==> src/hdl/twb_regs.vh <==
// register map, field positions, reset values and timing counts of the two-wire controller
`ifndef TWB_REGS_VH
`define TWB_REGS_VH
// ----------------------------------------
// register byte addresses
// ----------------------------------------
`define TWB_OFF_CTRL1 8'h00
`define TWB_OFF_STAT 8'h04
`define TWB_OFF_DATA 8'h08
`define TWB_OFF_CTRL2 8'h0c
`define TWB_OFF_SADDR 8'h10
// ----------------------------------------
// control_one fields
// ----------------------------------------
`define TWB_C1_EN 7
`define TWB_C1_IE 6
`define TWB_C1_MST 5
`define TWB_C1_TX 4
`define TWB_C1_ACK_DRIVE_N 3
`define TWB_C1_REPEAT_START_STROBE 2
// ----------------------------------------
// status_flags fields
// ----------------------------------------
`define TWB_ST_DONE 7
`define TWB_ST_AAS 6
`define TWB_ST_BUSY 5
`define TWB_ST_ARB_LOST_FLAG 4
`define TWB_ST_SRW 2
`define TWB_ST_EVT 1
`define TWB_ST_ACK_RECEIVED_N 0
// ----------------------------------------
// control_two fields
// ----------------------------------------
`define TWB_C2_GCEN 7
`define TWB_C2_WIDE 6
// ----------------------------------------
// reset values and fixed address patterns
// ----------------------------------------
`define TWB_RST_CTRL1 8'h00
`define TWB_RST_CTRL2 8'h00
`define TWB_RST_SADDR 8'h00
`define TWB_RST_DATA 8'h00
`define TWB_WIDE_PREFIX 5'h1e
`define TWB_GCALL_ADDR 8'h00
// ----------------------------------------
// timing: scl half period in ns, converted to clk cycles (rounded up)
// ----------------------------------------
`define TWB_CLK_NS 10
`define TWB_SCL_HALF_NS 5000
`define TWB_SCL_HALF_CYC ((`TWB_SCL_HALF_NS + `TWB_CLK_NS - 1) / `TWB_CLK_NS)
`endif

==> src/hdl/twb_bus_ctrl.v <==
// two-wire bus controller: apb register file, bus monitor, master sequencer and byte engine
//
// Decided for this implementation: the register addresses and register access over APB.
`include "twb_regs.vh"
module twb_bus_ctrl #(
  parameter SCL_HALF = `TWB_SCL_HALF_CYC
) (
  input wire clk,
  input wire rst_b,
  input wire psel,
  input wire penable,
  input wire pwrite,
  input wire [7:0] paddr,
  input wire [31:0] pwdata,
  output wire [31:0] prdata,
  output wire pready,
  output wire pslverr,
  output wire irq,
  input wire scl_in,
  output wire scl_out,
  output wire scl_oe,
  input wire sda_in,
  output wire sda_out,
  output wire sda_oe
);
  // ----------------------------------------
  // master sequencer states, and the decode value for an unmapped address
  // ----------------------------------------
  localparam [2:0] M_IDLE = 3'd0;
  localparam [2:0] M_START = 3'd1;
  localparam [2:0] M_RUN = 3'd2;
  localparam [2:0] M_STOP = 3'd3;
  localparam [2:0] M_RS = 3'd4;
  localparam [2:0] R_NONE = 3'd7;

  // ----------------------------------------
  // state
  // ----------------------------------------
  reg en_reg, ie_reg, mst_reg, tx_reg, ack_drive_n_reg;
  reg gcen_reg, wide_reg;
  reg [2:0] ahi_reg;
  reg [7:0] saddr_reg;
  reg done_reg, aas_reg, busy_reg, arb_lost_flag_reg, srw_reg, evt_reg, ack_received_n_reg;
  reg [7:0] rx_reg, sh_reg;
  reg [3:0] cnt_reg;
  reg act_reg, hold_reg, adr_reg, wstg_reg, wpend_reg, slv_reg;
  reg [2:0] mph_reg;
  reg [1:0] stp_reg;
  reg gen_reg, sda_oe_reg, scl_oe_reg;
  reg [31:0] prdata_reg;
  reg pready_reg, pslverr_reg, irq_reg;
  reg scl_d_reg, sda_d_reg;
  reg [7:0] rmux;
  wire [1:0] pin_f;
  wire tick;

  // ----------------------------------------
  // address decode, shared by setup and access phases
  // ----------------------------------------
  function [2:0] dec;
    input [7:0] a;
    begin
      case (a)
        `TWB_OFF_CTRL1: dec = 3'd0;
        `TWB_OFF_STAT: dec = 3'd1;
        `TWB_OFF_DATA: dec = 3'd2;
        `TWB_OFF_CTRL2: dec = 3'd3;
        `TWB_OFF_SADDR: dec = 3'd4;
        default: dec = R_NONE;
      endcase
    end
  endfunction

  // writes and read side effects happen only at the completing edge
  wire setup = psel & ~penable;
  wire acc = psel & penable & pready_reg;
  wire wr = acc & pwrite;
  wire rd = acc & ~pwrite;
  wire wr_c1 = wr & (dec(paddr) == 3'd0);
  wire wr_st = wr & (dec(paddr) == 3'd1);
  wire wr_dat = wr & (dec(paddr) == 3'd2);
  wire rd_dat = rd & (dec(paddr) == 3'd2);
  wire wr_c2 = wr & (dec(paddr) == 3'd3);
  wire wr_sa = wr & (dec(paddr) == 3'd4);

  // ----------------------------------------
  // pin synchronisation and bus condition detection
  // ----------------------------------------
  twb_sync #(
    .WIDTH(2)
  ) u_sync (
    .clk(clk),
    .rst_b(rst_b),
    .din({scl_in, sda_in}),
    .dout(pin_f)
  );

  wire scl_f = pin_f[1];
  wire sda_f = pin_f[0];
  wire start_det = scl_f & scl_d_reg & sda_d_reg & ~sda_f;
  wire stop_det = scl_f & scl_d_reg & ~sda_d_reg & sda_f;
  wire rise = ~scl_d_reg & scl_f;
  wire fall = scl_d_reg & ~scl_f;

  // previous filtered levels for edge finding
  always @(posedge clk or negedge rst_b) begin
    if (!rst_b) begin
      scl_d_reg <= 1'b1;
      sda_d_reg <= 1'b1;
    end else begin
      scl_d_reg <= scl_f;
      sda_d_reg <= sda_f;
    end
  end

  // ----------------------------------------
  // derived control terms
  // ----------------------------------------
  // the enabling write itself counts as enabled, so enable and master select may come together
  wire en_go = en_reg | (wr_c1 & pwdata[`TWB_C1_EN]);
  wire mst_set = wr_c1 & pwdata[`TWB_C1_MST] & ~mst_reg;
  wire mst_clr = wr_c1 & ~pwdata[`TWB_C1_MST] & mst_reg;
  wire rs_req = wr_c1 & pwdata[`TWB_C1_REPEAT_START_STROBE];
  // slave is receiving its address, so direction is forced to receive then
  wire tx_eff = tx_reg & ~adr_reg;
  // transfer may launch only when the engine is parked on a byte boundary
  wire go_ok = en_reg & hold_reg & (mst_reg ? (mph_reg == M_RUN) : slv_reg);
  wire launch_tx = wr_dat & tx_reg & go_ok;
  wire launch_rx = rd_dat & ~tx_reg & go_ok;
  wire bit_rise = act_reg & rise & (cnt_reg < 4'd8);
  // we released sda for a one but the bus shows zero
  wire arb_bit = bit_rise & mst_reg & tx_eff & ~sda_oe_reg & ~sda_f;
  // repeat outside a parked master byte boundary is a misuse
  wire rs_bad = rs_req & mst_reg & ~((mph_reg == M_RUN) & hold_reg);
  wire lose = en_go & ((mst_set & busy_reg & (mph_reg == M_IDLE)) | rs_bad | arb_bit);
  // address comparison for the byte now in the shifter
  wire gcall = gcen_reg & (sh_reg == `TWB_GCALL_ADDR) & ~wstg_reg;
  wire wide1 = sh_reg[7:1] == {`TWB_WIDE_PREFIX, ahi_reg[1:0]};
  wire hit7 = sh_reg[7:1] == saddr_reg[7:1];
  wire hitw = wstg_reg ? (sh_reg == saddr_reg) : (wide1 & ~sh_reg[0]);
  wire hit = (wide_reg ? hitw : hit7) | gcall;
  // timer runs in every master phase except while parked or waiting on a stretched scl
  wire run = en_reg & (mph_reg != M_IDLE) & ~hold_reg & (gen_reg | scl_f);

  twb_tick #(
    .HALF(SCL_HALF)
  ) u_tick (
    .clk(clk),
    .rst_b(rst_b),
    .run(run),
    .tick(tick)
  );

  // ----------------------------------------
  // software-owned control registers
  // ----------------------------------------
  always @(posedge clk or negedge rst_b) begin
    if (!rst_b) begin
      en_reg <= 1'b0;
      ie_reg <= 1'b0;
      tx_reg <= 1'b0;
      ack_drive_n_reg <= 1'b0;
      gcen_reg <= 1'b0;
      wide_reg <= 1'b0;
      ahi_reg <= 3'h0;
      saddr_reg <= `TWB_RST_SADDR;
    end else begin
      if (wr_c1) begin
        en_reg <= pwdata[`TWB_C1_EN];
        ie_reg <= pwdata[`TWB_C1_IE];
        tx_reg <= pwdata[`TWB_C1_TX];
        ack_drive_n_reg <= pwdata[`TWB_C1_ACK_DRIVE_N];
      end
      if (wr_c2) begin
        gcen_reg <= pwdata[`TWB_C2_GCEN];
        wide_reg <= pwdata[`TWB_C2_WIDE];
        ahi_reg <= pwdata[2:0];
      end
      if (wr_sa)
        saddr_reg <= pwdata[7:0];
    end
  end

  // ----------------------------------------
  // read mux; strobe bit and gaps read zero
  // ----------------------------------------
  always @* begin
    case (dec(paddr))
      3'd0: rmux = {en_reg, ie_reg, mst_reg, tx_reg, ack_drive_n_reg, 3'b000};
      3'd1: rmux = {done_reg, aas_reg, busy_reg, arb_lost_flag_reg, 1'b0, srw_reg, evt_reg, ack_received_n_reg};
      3'd2: rmux = rx_reg;
      3'd3: rmux = {gcen_reg, wide_reg, 3'b000, ahi_reg};
      3'd4: rmux = saddr_reg;
      default: rmux = 8'h00;
    endcase
  end

  // ----------------------------------------
  // apb answer: ready in the first access cycle, data captured at setup
  // ----------------------------------------
  always @(posedge clk or negedge rst_b) begin
    if (!rst_b) begin
      pready_reg <= 1'b0;
      pslverr_reg <= 1'b0;
      prdata_reg <= 32'h00000000;
      irq_reg <= 1'b0;
    end else begin
      pready_reg <= setup;
      pslverr_reg <= setup & (dec(paddr) == R_NONE);
      if (setup & ~pwrite)
        prdata_reg <= {24'h000000, rmux};
      irq_reg <= evt_reg & ie_reg;
    end
  end

  // ----------------------------------------
  // bus engine: flags, master sequencer, byte shifter
  // ----------------------------------------
  // clears come first in the block so a same-cycle set wins
  always @(posedge clk or negedge rst_b) begin
    if (!rst_b) begin
      mst_reg <= 1'b0;
      done_reg <= 1'b0;
      aas_reg <= 1'b0;
      busy_reg <= 1'b0;
      arb_lost_flag_reg <= 1'b0;
      srw_reg <= 1'b0;
      evt_reg <= 1'b0;
      ack_received_n_reg <= 1'b0;
      rx_reg <= `TWB_RST_DATA;
      sh_reg <= 8'h00;
      cnt_reg <= 4'h0;
      act_reg <= 1'b0;
      hold_reg <= 1'b0;
      adr_reg <= 1'b0;
      wstg_reg <= 1'b0;
      wpend_reg <= 1'b0;
      slv_reg <= 1'b0;
      mph_reg <= M_IDLE;
      stp_reg <= 2'd0;
      gen_reg <= 1'b0;
      sda_oe_reg <= 1'b0;
    end else begin
      if (wr_st & pwdata[`TWB_ST_ARB_LOST_FLAG])
        arb_lost_flag_reg <= 1'b0;
      if (wr_st & pwdata[`TWB_ST_EVT])
        evt_reg <= 1'b0;
      if (wr_c1)
        aas_reg <= 1'b0;
      if ((wr_dat & tx_reg) | (rd_dat & ~tx_reg))
        done_reg <= 1'b0;
      if (start_det)
        busy_reg <= 1'b1;
      if (stop_det)
        busy_reg <= 1'b0;
      if (!en_go) begin
        // disabled: release the bus and park everything
        mst_reg <= 1'b0;
        mph_reg <= M_IDLE;
        act_reg <= 1'b0;
        hold_reg <= 1'b0;
        slv_reg <= 1'b0;
        adr_reg <= 1'b0;
        gen_reg <= 1'b0;
        sda_oe_reg <= 1'b0;
      end else begin
        // master sequencer
        case (mph_reg)
          M_IDLE: begin
            if (mst_set & ~busy_reg) begin
              mst_reg <= 1'b1;
              sda_oe_reg <= 1'b1;
              mph_reg <= M_START;
            end
          end
          M_START: begin
            if (tick) begin
              gen_reg <= 1'b1;
              hold_reg <= 1'b1;
              mph_reg <= M_RUN;
            end
          end
          M_RUN: begin
            if (mst_clr) begin
              // pull sda low under low scl, then release scl, then sda
              mst_reg <= 1'b0;
              sda_oe_reg <= 1'b1;
              hold_reg <= 1'b0;
              gen_reg <= 1'b1;
              act_reg <= 1'b0;
              stp_reg <= 2'd0;
              mph_reg <= M_STOP;
            end else if (rs_req & hold_reg) begin
              sda_oe_reg <= 1'b0;
              hold_reg <= 1'b0;
              gen_reg <= 1'b1;
              stp_reg <= 2'd0;
              mph_reg <= M_RS;
            end else if (tick & ~hold_reg) begin
              gen_reg <= ~gen_reg;
            end
          end
          M_STOP: begin
            if (tick) begin
              if (stp_reg == 2'd0) begin
                gen_reg <= 1'b0;
                stp_reg <= 2'd1;
              end else begin
                sda_oe_reg <= 1'b0;
                mph_reg <= M_IDLE;
              end
            end
          end
          M_RS: begin
            if (tick) begin
              case (stp_reg)
                2'd0: begin
                  gen_reg <= 1'b0;
                  stp_reg <= 2'd1;
                end
                2'd1: begin
                  sda_oe_reg <= 1'b1;
                  stp_reg <= 2'd2;
                end
                default: begin
                  gen_reg <= 1'b1;
                  hold_reg <= 1'b1;
                  mph_reg <= M_RUN;
                end
              endcase
            end
          end
          default: mph_reg <= M_IDLE;
        endcase
        // launch a byte from a parked boundary; first bit goes out at once
        if (launch_tx | launch_rx) begin
          hold_reg <= 1'b0;
          act_reg <= 1'b1;
          cnt_reg <= 4'h0;
          sh_reg <= launch_tx ? pwdata[7:0] : 8'hff;
          sda_oe_reg <= launch_tx & ~pwdata[7];
        end
        // a start seen while not master begins an address reception
        if (start_det & ~mst_reg) begin
          act_reg <= 1'b1;
          adr_reg <= 1'b1;
          cnt_reg <= 4'h0;
          wstg_reg <= 1'b0;
          wpend_reg <= 1'b0;
          slv_reg <= 1'b0;
          hold_reg <= 1'b0;
          sda_oe_reg <= 1'b0;
        end
        if (stop_det & ~mst_reg) begin
          act_reg <= 1'b0;
          slv_reg <= 1'b0;
          hold_reg <= 1'b0;
        end
        // sample data bits on scl rising
        if (bit_rise) begin
          sh_reg <= {sh_reg[6:0], sda_f};
          cnt_reg <= cnt_reg + 4'h1;
        end
        // ninth clock: sample the far end's acknowledge
        if (act_reg & rise & (cnt_reg == 4'd8)) begin
          cnt_reg <= 4'd9;
          if (tx_eff)
            ack_received_n_reg <= sda_f;
        end
        // drive on scl falling
        if (act_reg & fall) begin
          if (cnt_reg < 4'd8) begin
            sda_oe_reg <= tx_eff & ~sh_reg[7];
          end else if (cnt_reg == 4'd8) begin
            if (adr_reg) begin
              if (hit) begin
                sda_oe_reg <= 1'b1;
                wpend_reg <= wide_reg & ~wstg_reg & ~gcall;
                srw_reg <= wstg_reg ? 1'b0 : sh_reg[0];
              end else begin
                // not for us: drop out of this transfer
                act_reg <= 1'b0;
                adr_reg <= 1'b0;
                sda_oe_reg <= 1'b0;
              end
            end else begin
              sda_oe_reg <= ~tx_eff & ~ack_drive_n_reg;
            end
          end else begin
            sda_oe_reg <= 1'b0;
            cnt_reg <= 4'h0;
            if (adr_reg & wpend_reg) begin
              // wide first byte accepted; keep receiving the low byte
              wstg_reg <= 1'b1;
              wpend_reg <= 1'b0;
            end else begin
              done_reg <= 1'b1;
              evt_reg <= 1'b1;
              hold_reg <= 1'b1;
              act_reg <= 1'b0;
              if (adr_reg) begin
                aas_reg <= 1'b1;
                slv_reg <= 1'b1;
                adr_reg <= 1'b0;
              end else if (~tx_eff) begin
                rx_reg <= sh_reg;
              end
            end
          end
        end
        // arbitration loss: release sda at once, no stop, back to slave
        if (lose) begin
          mst_reg <= 1'b0;
          mph_reg <= M_IDLE;
          arb_lost_flag_reg <= 1'b1;
          evt_reg <= 1'b1;
          gen_reg <= 1'b0;
          hold_reg <= 1'b0;
          act_reg <= 1'b0;
          sda_oe_reg <= 1'b0;
        end
      end
    end
  end

  // ----------------------------------------
  // scl drive: master generator or byte-boundary stretch
  // ----------------------------------------
  // one cycle behind the engine; negligible against a half period of hundreds of cycles
  always @(posedge clk or negedge rst_b) begin
    if (!rst_b)
      scl_oe_reg <= 1'b0;
    else
      scl_oe_reg <= en_reg & (hold_reg | gen_reg);
  end

  assign prdata = prdata_reg;
  assign pready = pready_reg;
  assign pslverr = pslverr_reg;
  assign irq = irq_reg;
  assign scl_oe = scl_oe_reg;
  assign sda_oe = sda_oe_reg;
  // open drain: the driven level is always low
  assign scl_out = 1'b0;
  assign sda_out = 1'b0;
endmodule

==> src/hdl/twb_sync.v <==
// three-stage input synchroniser with agreement filter for bus pins
module twb_sync #(
  parameter WIDTH = 2
) (
  input wire clk,
  input wire rst_b,
  input wire [WIDTH-1:0] din,
  output wire [WIDTH-1:0] dout
);
  reg [WIDTH-1:0] s1_reg;
  reg [WIDTH-1:0] s2_reg;
  reg [WIDTH-1:0] s3_reg;
  reg [WIDTH-1:0] out_reg;
  genvar i;

  // idle bus lines are pulled high, so all stages reset to one
  always @(posedge clk or negedge rst_b) begin
    if (!rst_b) begin
      s1_reg <= {WIDTH{1'b1}};
      s2_reg <= {WIDTH{1'b1}};
      s3_reg <= {WIDTH{1'b1}};
    end else begin
      s1_reg <= din;
      s2_reg <= s1_reg;
      s3_reg <= s2_reg;
    end
  end

  // a change counts only once stages two and three agree
  generate
    for (i = 0; i < WIDTH; i = i + 1) begin : g_bit
      always @(posedge clk or negedge rst_b) begin
        if (!rst_b)
          out_reg[i] <= 1'b1;
        else if (s2_reg[i] == s3_reg[i])
          out_reg[i] <= s3_reg[i];
      end
    end
  endgenerate

  assign dout = out_reg;
endmodule

==> src/hdl/twb_tick.v <==
// half-period timer for scl generation; pulses once per HALF cycles while run is high
module twb_tick #(
  parameter HALF = 500
) (
  input wire clk,
  input wire rst_b,
  input wire run,
  output wire tick
);
  localparam integer LAST_I = HALF - 1;
  localparam [15:0] LAST = LAST_I[15:0];
  reg [15:0] cnt_reg;
  reg tick_reg;

  // count restarts whenever run drops, so every phase gets a full half period
  always @(posedge clk or negedge rst_b) begin
    if (!rst_b) begin
      cnt_reg <= 16'h0000;
      tick_reg <= 1'b0;
    end else if (!run) begin
      cnt_reg <= 16'h0000;
      tick_reg <= 1'b0;
    end else if (cnt_reg == LAST) begin
      cnt_reg <= 16'h0000;
      tick_reg <= 1'b1;
    end else begin
      cnt_reg <= cnt_reg + 16'h0001;
      tick_reg <= 1'b0;
    end
  end

  assign tick = tick_reg;
endmodule

==> config.mk <==
export PLATFORM = sky130hd
export DESIGN_NAME = twb_bus_ctrl
export DESIGN_NICKNAME = d
export VERILOG_FILES = /design/src/hdl/twb_bus_ctrl.v /design/src/hdl/twb_sync.v /design/src/hdl/twb_tick.v
export VERILOG_INCLUDE_DIRS = /design/src /design/src/hdl
export SDC_FILE = /design/constraint.sdc
export NUM_CORES = 1
export LEC_CHECK = 0
export BUFFER_PORTS_ARGS = -buffer_cell sky130_fd_sc_hd__clkbuf_2
export CAP_MARGIN = 15
export CORE_UTILIZATION = 60
export DETAILED_ROUTE_END_ITERATION = 16
export PLACE_DENSITY_LB_ADDON = 0.12
export SYNTH_ARGS = -nofsm -noshare
export SYNTH_HDL_FRONTEND = slang
export SYNTH_SLANG_ARGS = --single-unit
==> constraint.sdc <==
create_clock -name clk -period 7.11 [get_ports clk]
set_clock_uncertainty 0.2 [all_clocks]
set_input_delay 0.3555 -clock clk [delete_from_list [all_inputs] [get_ports clk]]
set_output_delay 0.3555 -clock clk [all_outputs]
set_load 0.01 [all_outputs]
==> impl_metrics.csv, run 1 <==
group,metric,value,unit
worst_setup_path,r2r_cells,6,
clocking,cts_tree,"built",
route,routed_wirelength,12400,microns
clocking,clk_path_buf_depth,2,
worst_setup_path,critPathLaunchType,"register",
worst_setup_path,critical_path_cell_count,6,
synthesis,synth_edf_count,0,
hold_path,hold_path_depth,3,
floorplan,die_area,9260,sq um
synthesis,avgSynthCellArea,9.56,sq um
worst_setup_path,critical_path_buf_inv_count,0,
sta,finalSetupTns,0,ns
synthesis,yosysTopAreaCellShare,0.409,
synthesis,synth_area_leaders,"dfrtp_1 (41%), dfstp_2 (4.9%), nand2_1 (4.9%)",
synthesis,yosysMostFrequentCell,"dfrtp_1",
sta,fin_crit,2.88,ns
route,wl_per_cell,17.8,microns
sta,slew_viol_final,0,
route,num_vias,4293,
worst_setup_path,worstSetupPathType,"reg -> reg",
layout,fin_cells,696,
layout,seq_area,2440,sq um
floorplan,io_pins,86,
pwr,vdd_ir_drop_max,0.000112,V
synthesis,synth.ff_latch_count,97,
synthesis,synth.distinct_cells,67,
hold_path,hold_path.class,"in -> reg",
synthesis,syn_inst,557,
worst_setup_path,critPathTopFamily,"simple AND/OR/NAND/NOR gates",
layout,largest_reg_flops,16,
clocking,clkLatencyLatePin,0.37,ns
sta,tightest_slew,0.996,ns
route,drtIter0Drc,279,
job,maxCapViolCount,0,
pwr,leakagePower,2.54,nW
clocking,clock-sinks,97,
clocking,path_clk_slew,0.10,ns
global_route,grt_usage,0.289,
worst_setup_path,cp.arrival,2.93,ns
place,portBuffers,35,
layout,n_fill_cell,719,
outcome,status,"finished, final reports clean",
floorplan,row_count,34,
place,hpwl,9020,microns
global_route,grt_first_pass_wirelength,19800,microns
synthesis,yosysTopAreaCell,"dfrtp_1",
worst_setup_path,ff2ff_setup_slack,4.23,ns
synthesis,synthTopCellsByCount,"dfrtp_1 (87), nand2_1 (69), nor2_1 (49)",
clocking,cts_resized,0,
synthesis,synthArstFlopShare,1.00,
floorplan,start_util,0.614,
place,place_congestion,0.893,
worst_setup_path,cp_cell_sequence,"nor3b_1 > mux2i_1 > or4_1 > nand3_1 > o211ai_1 > a32o_1",
pwr,powerDensity,174,nW/um^2
floorplan,fp.dieW,96.2,microns
sta,hold_viol,0,
pwr,power,987,uW
sta,post-route-period-util,0.405,
synthesis,synthesis.area,5330,sq um
route,route.detailed.drc,0,
floorplan,coreArea,8680,sq um
route,via_per_inst,6.17,
layout,drive_above_1_share,0.160,
place,place_inst,676,
floorplan,die_h,96.2,microns
route,antenna_left,0,
clocking,cts_max_level,3,
sta,relSlewSlack,0.334,
worst_setup_path,cp.required,7.16,ns
sta,rsz0062_at_grt,"no",
clocking,numCtsBuffers,9,
sta,max_freq,347,MHz
worst_setup_path,crit_path_end_kind,"register",
route,drtPass1Iterations,5,
sta,finalSetupViolCount,0,
global_route,overflow,0,
synthesis,ys_warn_count,0,
synthesis,yosysSeqAreaShare,0.458,
global_route,grt_pass1_vias,3995,
worst_setup_path,crit_path_top_delay_cell,"or4_1",
layout,multiInputGateArea,2640,sq um
layout,syn2layout_area_growth,6.55,%
global_route,grt_max_degree,71,
worst_setup_path,max_stage_delay,0.63,ns
synthesis,ys.flop_type,"dfrtp_1",
layout,nNetsFinal,633,
global_route,antenna_found_initial,0,
worst_setup_path,crit_path_max_fanout,16,
clocking,root_buffer,"clkbuf_8",
layout,antenna_cells,0,
-- layout make-up --
| type | count | share of cell area |
|---|---|---|
| multi-input combinational | 426 | 0.466 |
| timing repair buffer | 42 | 0.0423 |
| clock inverter | 7 | 0.0119 |
| inverter | 7 | 0.00463 |
| clock buffer | 9 | 0.0218 |
| sequential | 97 | 0.430 |
| tap | 108 | 0.0238 |
-- worst min-delay path: cells and delay by family --
kind                   cells  cell delay, ns
buffers and inverters      1            0.12
AND/OR/NAND/NOR            2            0.11
-- kinds of logic after synthesis --
group / share of synthesized area
flip-flops: 0.458
other: 0.000704
AO/OA/AOI/OAI: 0.143
adder cells (fa/ha/maj): 0.0108
XOR/XNOR: 0.0411
buffers and inverters: 0.0634
AND/OR/NAND/NOR: 0.219
multiplexers: 0.0639
-- timing repair --
item	4_1_cts	5_1_grt
setup buffers	0	0
hold endpoints to repair	30	0
hold buffers	4	0
-- report_power, final --
group	total, mW	switching (mW)	leakage (nW)	internal, mW
clock network	0.363	0.201	0.104	0.163
registers	0.568	0.00740	1.31	0.560
logic	0.0557	0.0394	1.12	0.0163
total	0.987	0.247	2.54	0.740
-- path summary, 6_finish.rpt --
kind | start | end
worst max-delay path | mph_reg[2]$_DFFE_PN0P_ | cnt_reg[2]$_DFFE_PN0N_
worst min-delay path | pwdata[3] | ack_drive_n_reg$_DFFE_PN0N_
worst max register to register | mph_reg[2]$_DFFE_PN0P_ | cnt_reg[2]$_DFFE_PN0N_
worst min register to register | u_sync.s1_reg[1]$_DFF_PN1_ | u_sync.s2_reg[1]$_DFF_PN1_
max in group asynchronous | rst_b | adr_reg$_DFF_PN0_
min in group asynchronous | rst_b | rx_reg[2]$_DFFE_PN0P_
-- metal layers --
metal  wire (microns)  vias to the layer above  GRT usage
li1                 -                     1996          -
met1             5390                     2053      0.389
met2             5720                      210      0.442
met3              835                       34     0.0624
met4              442                        0      0.142
met5                0                        -          0
-- placed cells by master (no fill, tap or decap), drive strengths merged, types with 6 or more instances in the layout --
master  count
nand4      10
dfstp      10
o22ai      10
nor3       12
nand2      69
nor2b      15
nand3      19
xor2        8
conb       26
mux2i       7
nor4        6
o21ai      39
or3         6
mux2       24
a21oi      19
dfrtp      87
inv         9
clkbuf     43
xnor2      17
nor2       49
-- through the flow --
step                hold slack, ns  area, sq um  setup WS, ns   util
floorplan                   -0.140         5420          4.77      -
global placement            0.0817         5450          4.33  0.627
detailed placement          0.0928         5450          4.28  0.627
CTS                         0.0414         5680          4.25  0.654
global route                0.0434         5680          4.07  0.654
finish                      0.0494         5680          4.23  0.654
No activity file was read; power rests on OpenSTA's default activity.
==> inputs of run 2 (changes only) <==
--- a/config.mk
+++ b/config.mk
@@ -6,9 +6,10 @@
 export SDC_FILE = /design/constraint.sdc
 export NUM_CORES = 1
 export LEC_CHECK = 0
+export ABC_AREA = 1
 export BUFFER_PORTS_ARGS = -buffer_cell sky130_fd_sc_hd__clkbuf_2
 export CAP_MARGIN = 15
-export CORE_UTILIZATION = 60
+export CORE_UTILIZATION = 57
 export DETAILED_ROUTE_END_ITERATION = 16
 export PLACE_DENSITY_LB_ADDON = 0.12
 export SYNTH_ARGS = -nofsm -noshare
==> constraint.sdc (replaced) <==
create_clock -name clk -period 2.8 [get_ports clk]
set_clock_uncertainty 0.2 [all_clocks]
set_input_delay 0.14 -clock clk [delete_from_list [all_inputs] [get_ports clk]]
set_output_delay 0.14 -clock clk [all_outputs]
set_load 0.01 [all_outputs]
==> impl_metrics.csv, run 2 <==
group,metric,value,unit
synthesis,synthesis.area,5430,sq um
synthesis,yosysTopAreaCell,"dfrtp_1",
layout,final_cell_area,6000,sq um
sta,rsz0062_at_grt,"no",
worst_setup_path,crit_path_end_kind,"register",
place,hpwl,9680,microns
clocking,clkLatencyLatePin,0.37,ns
route,antenna_left,0,
synthesis,synth.distinct_cells,50,
sta,relSlewSlack,0.538,
sta,finalSetupTns,0,ns
hold_path,hold_path.class,"in -> reg",
layout,most-common-layout-cells,"nand2_1 (149), inv_1 (88), dfrtp_1 (87)",
floorplan,row_count,35,
worst_setup_path,critPathLaunchType,"register",
synthesis,yosysSeqAreaShare,0.449,
route,drtIter0Drc,295,
layout,antenna_cells,0,
synthesis,synth_edf_count,0,
worst_setup_path,cp.required,2.86,ns
pwr,leakagePower,2.89,nW
sta,post-route-period-util,0.820,
route,wl_per_cell,14.8,microns
route,routed_wirelength,12800,microns
clocking,postCtsSetupBuffers,0,
sta,finalSetupViolCount,0,
outcome,status,"finished, final reports clean",
synthesis,syn_inst,679,
clocking,clock-sinks,97,
synthesis,yosysMostFrequentCell,"nand2_1",
synthesis,synth_area_leaders,"dfrtp_1 (40%), nand2_1 (10%), inv_1 (6.1%)",
synthesis,ys_warn_count,0,
floorplan,start_util,0.588,
global_route,grt_first_pass_wirelength,21300,microns
floorplan,die_h,99.6,microns
layout,n_fill_cell,815,
clocking,numCtsBuffers,9,
global_route,grt_max_degree,54,
place,portBuffers,35,
place,dpl_cell_area,5650,sq um
route,num_vias,4749,
route,route.detailed.drc,0,
floorplan,die_area,9920,sq um
worst_setup_path,worstSetupPathType,"reg -> reg",
clocking,cts_max_level,3,
worst_setup_path,cp.arrival,2.35,ns
sta,hold_viol,0,
job,maxCapViolCount,0,
clocking,cts_hold_buf,14,
floorplan,io_pins,86,
layout,post-route-util,0.649,
place,place_congestion,0.928,
global_route,overflow,0,
layout,drive_above_1_share,0.149,
global_route,grt_pass1_vias,4377,
sta,fin_crit,2.30,ns
layout,layout_commonest_cell,"nand2_1",
global_route,grt_usage,0.274,
route,via_per_inst,5.48,
clocking,root_buffer,"clkbuf_8",
clocking,path_clk_slew,0.09,ns
layout,nNetsFinal,783,
synthesis,avgSynthCellArea,8.00,sq um
synthesis,synthArstFlopShare,1.00,
floorplan,fp.dieW,99.6,microns
pwr,powerDensity,743,nW/um^2
layout,largest_reg_flops,16,
synthesis,synth.ff_latch_count,97,
clocking,cts_resized,0,
sta,max_freq,436,MHz
worst_setup_path,crit_path_max_fanout,5,
sta,slew_viol_final,0,
synthesis,yosysTopAreaCellShare,0.401,
synthesis,synthTopCellsByCount,"nand2_1 (149), inv_1 (88), dfrtp_1 (87)",
synthesis,ys.flop_type,"dfrtp_1",
floorplan,coreArea,9240,sq um
layout,syn2layout_area_growth,10.5,%
global_route,antenna_found_initial,0,
clocking,clk_path_buf_depth,2,
route,drtPass1Iterations,5,
sta,tightest_slew,0.694,ns
clocking,cts_tree,"built",
pwr,vdd_ir_drop_max,0.000361,V
==> run 2: cell types whose count changed after synthesis, moves of 7 or more <==
cell      delta
a21oi_1      +7
clkbuf_1    -14
inv_1       +81
inv_2       +11
mux2_2      -18
mux2i_1      -7
nand2_1     +80
nand3_1     +20
nand4_1      +7
nor2b_1     -15
nor3_1       +7
o21ai_0     +26
xnor2_1     -14
==> run 2: stage by stage <==
| stage | setup WS (ns) | std cells | power, mW | hold WS, ns |
|---|---|---|---|---|
| finish | 0.505 | 867 | 4.46 | 0.0291 |
| global placement | 0.589 | 837 | 3.40 | 0.0148 |
| global route | 0.324 | 867 | 4.77 | 0.0654 |
| floorplan | 0.834 | 704 | 3.08 | -0.356 |
| detailed placement | 0.538 | 837 | 3.46 | 0.0250 |
| CTS | 0.516 | 867 | 4.46 | 0.0120 |
==> run 2: area by class of cell <==
| class | instances | area (sq um) | area share |
|---|---|---|---|
| clock buffer | 10 | 128 | 0.0213 |
| clock inverter | 6 | 83.8 | 0.0140 |
| timing repair buffer | 52 | 340 | 0.0567 |
| sequential | 97 | 2440 | 0.407 |
| multi-input combinational | 472 | 2460 | 0.411 |
| inverter | 101 | 383 | 0.0638 |
| tap | 129 | 161 | 0.0269 |
==> run 2: layer usage <==
metal	GRT usage	routed length [microns]	vias to the layer above
met2	0.421	5580	188
met3	0.0457	764	18
li1	-	-	2307
met1	0.406	6280	2236
met5	0	0	-
met4	0.0701	163	0
==> run 2: critical path: stages (launching register included) <==
cell	delay, ns
dfrtp_1	0.45
nor2_2	0.22
nand2_1	0.19
a21oi_1	0.28
nor3b_2	0.40
nand2_1	0.21
o22ai_1	0.17
o21ai_1	0.08
==> run 2: logic make-up (layout without fill, tap and decap cells) <==
family,Yosys count,in the layout,share of synthesized area
flops,97,97,0.449
simple gates,303,303,0.272
buf+inv,135,169,0.114
xor+xnor,6,6,0.00968
fa+ha+maj,5,5,0.0106
compound gates,132,132,0.144
other cells,1,26,0.000690
==> run 2: report_power, final <==
group | internal, mW | leakage [nW] | switching (mW)
Sequential | 1.67 | 1.22 | 0.304
Combinational | 0.522 | 1.56 | 0.974
Clock | 0.501 | 0.110 | 0.492
==> run 2: worst paths after layout <==
check,cells after the start,slack (ns),start,endpoint
max reg2reg,7,0.50,mph_reg[2]$_DFFE_PN0P_,sh_reg[0]$_DFFE_PN0P_
min in group asynchronous,2,0.15,rst_b,prdata[1]$_DFFE_PN0P_
min reg2reg,0,0.16,u_sync.s1_reg[1]$_DFF_PN1_,u_sync.s2_reg[1]$_DFF_PN1_
max in group asynchronous,3,1.47,rst_b,u_sync.dout[1]$_DFFE_PN1N_
min,5,0.03,paddr[0],arb_lost_flag_reg$_DFF_PN0_
max,7,0.50,mph_reg[2]$_DFFE_PN0P_,sh_reg[0]$_DFFE_PN0P_
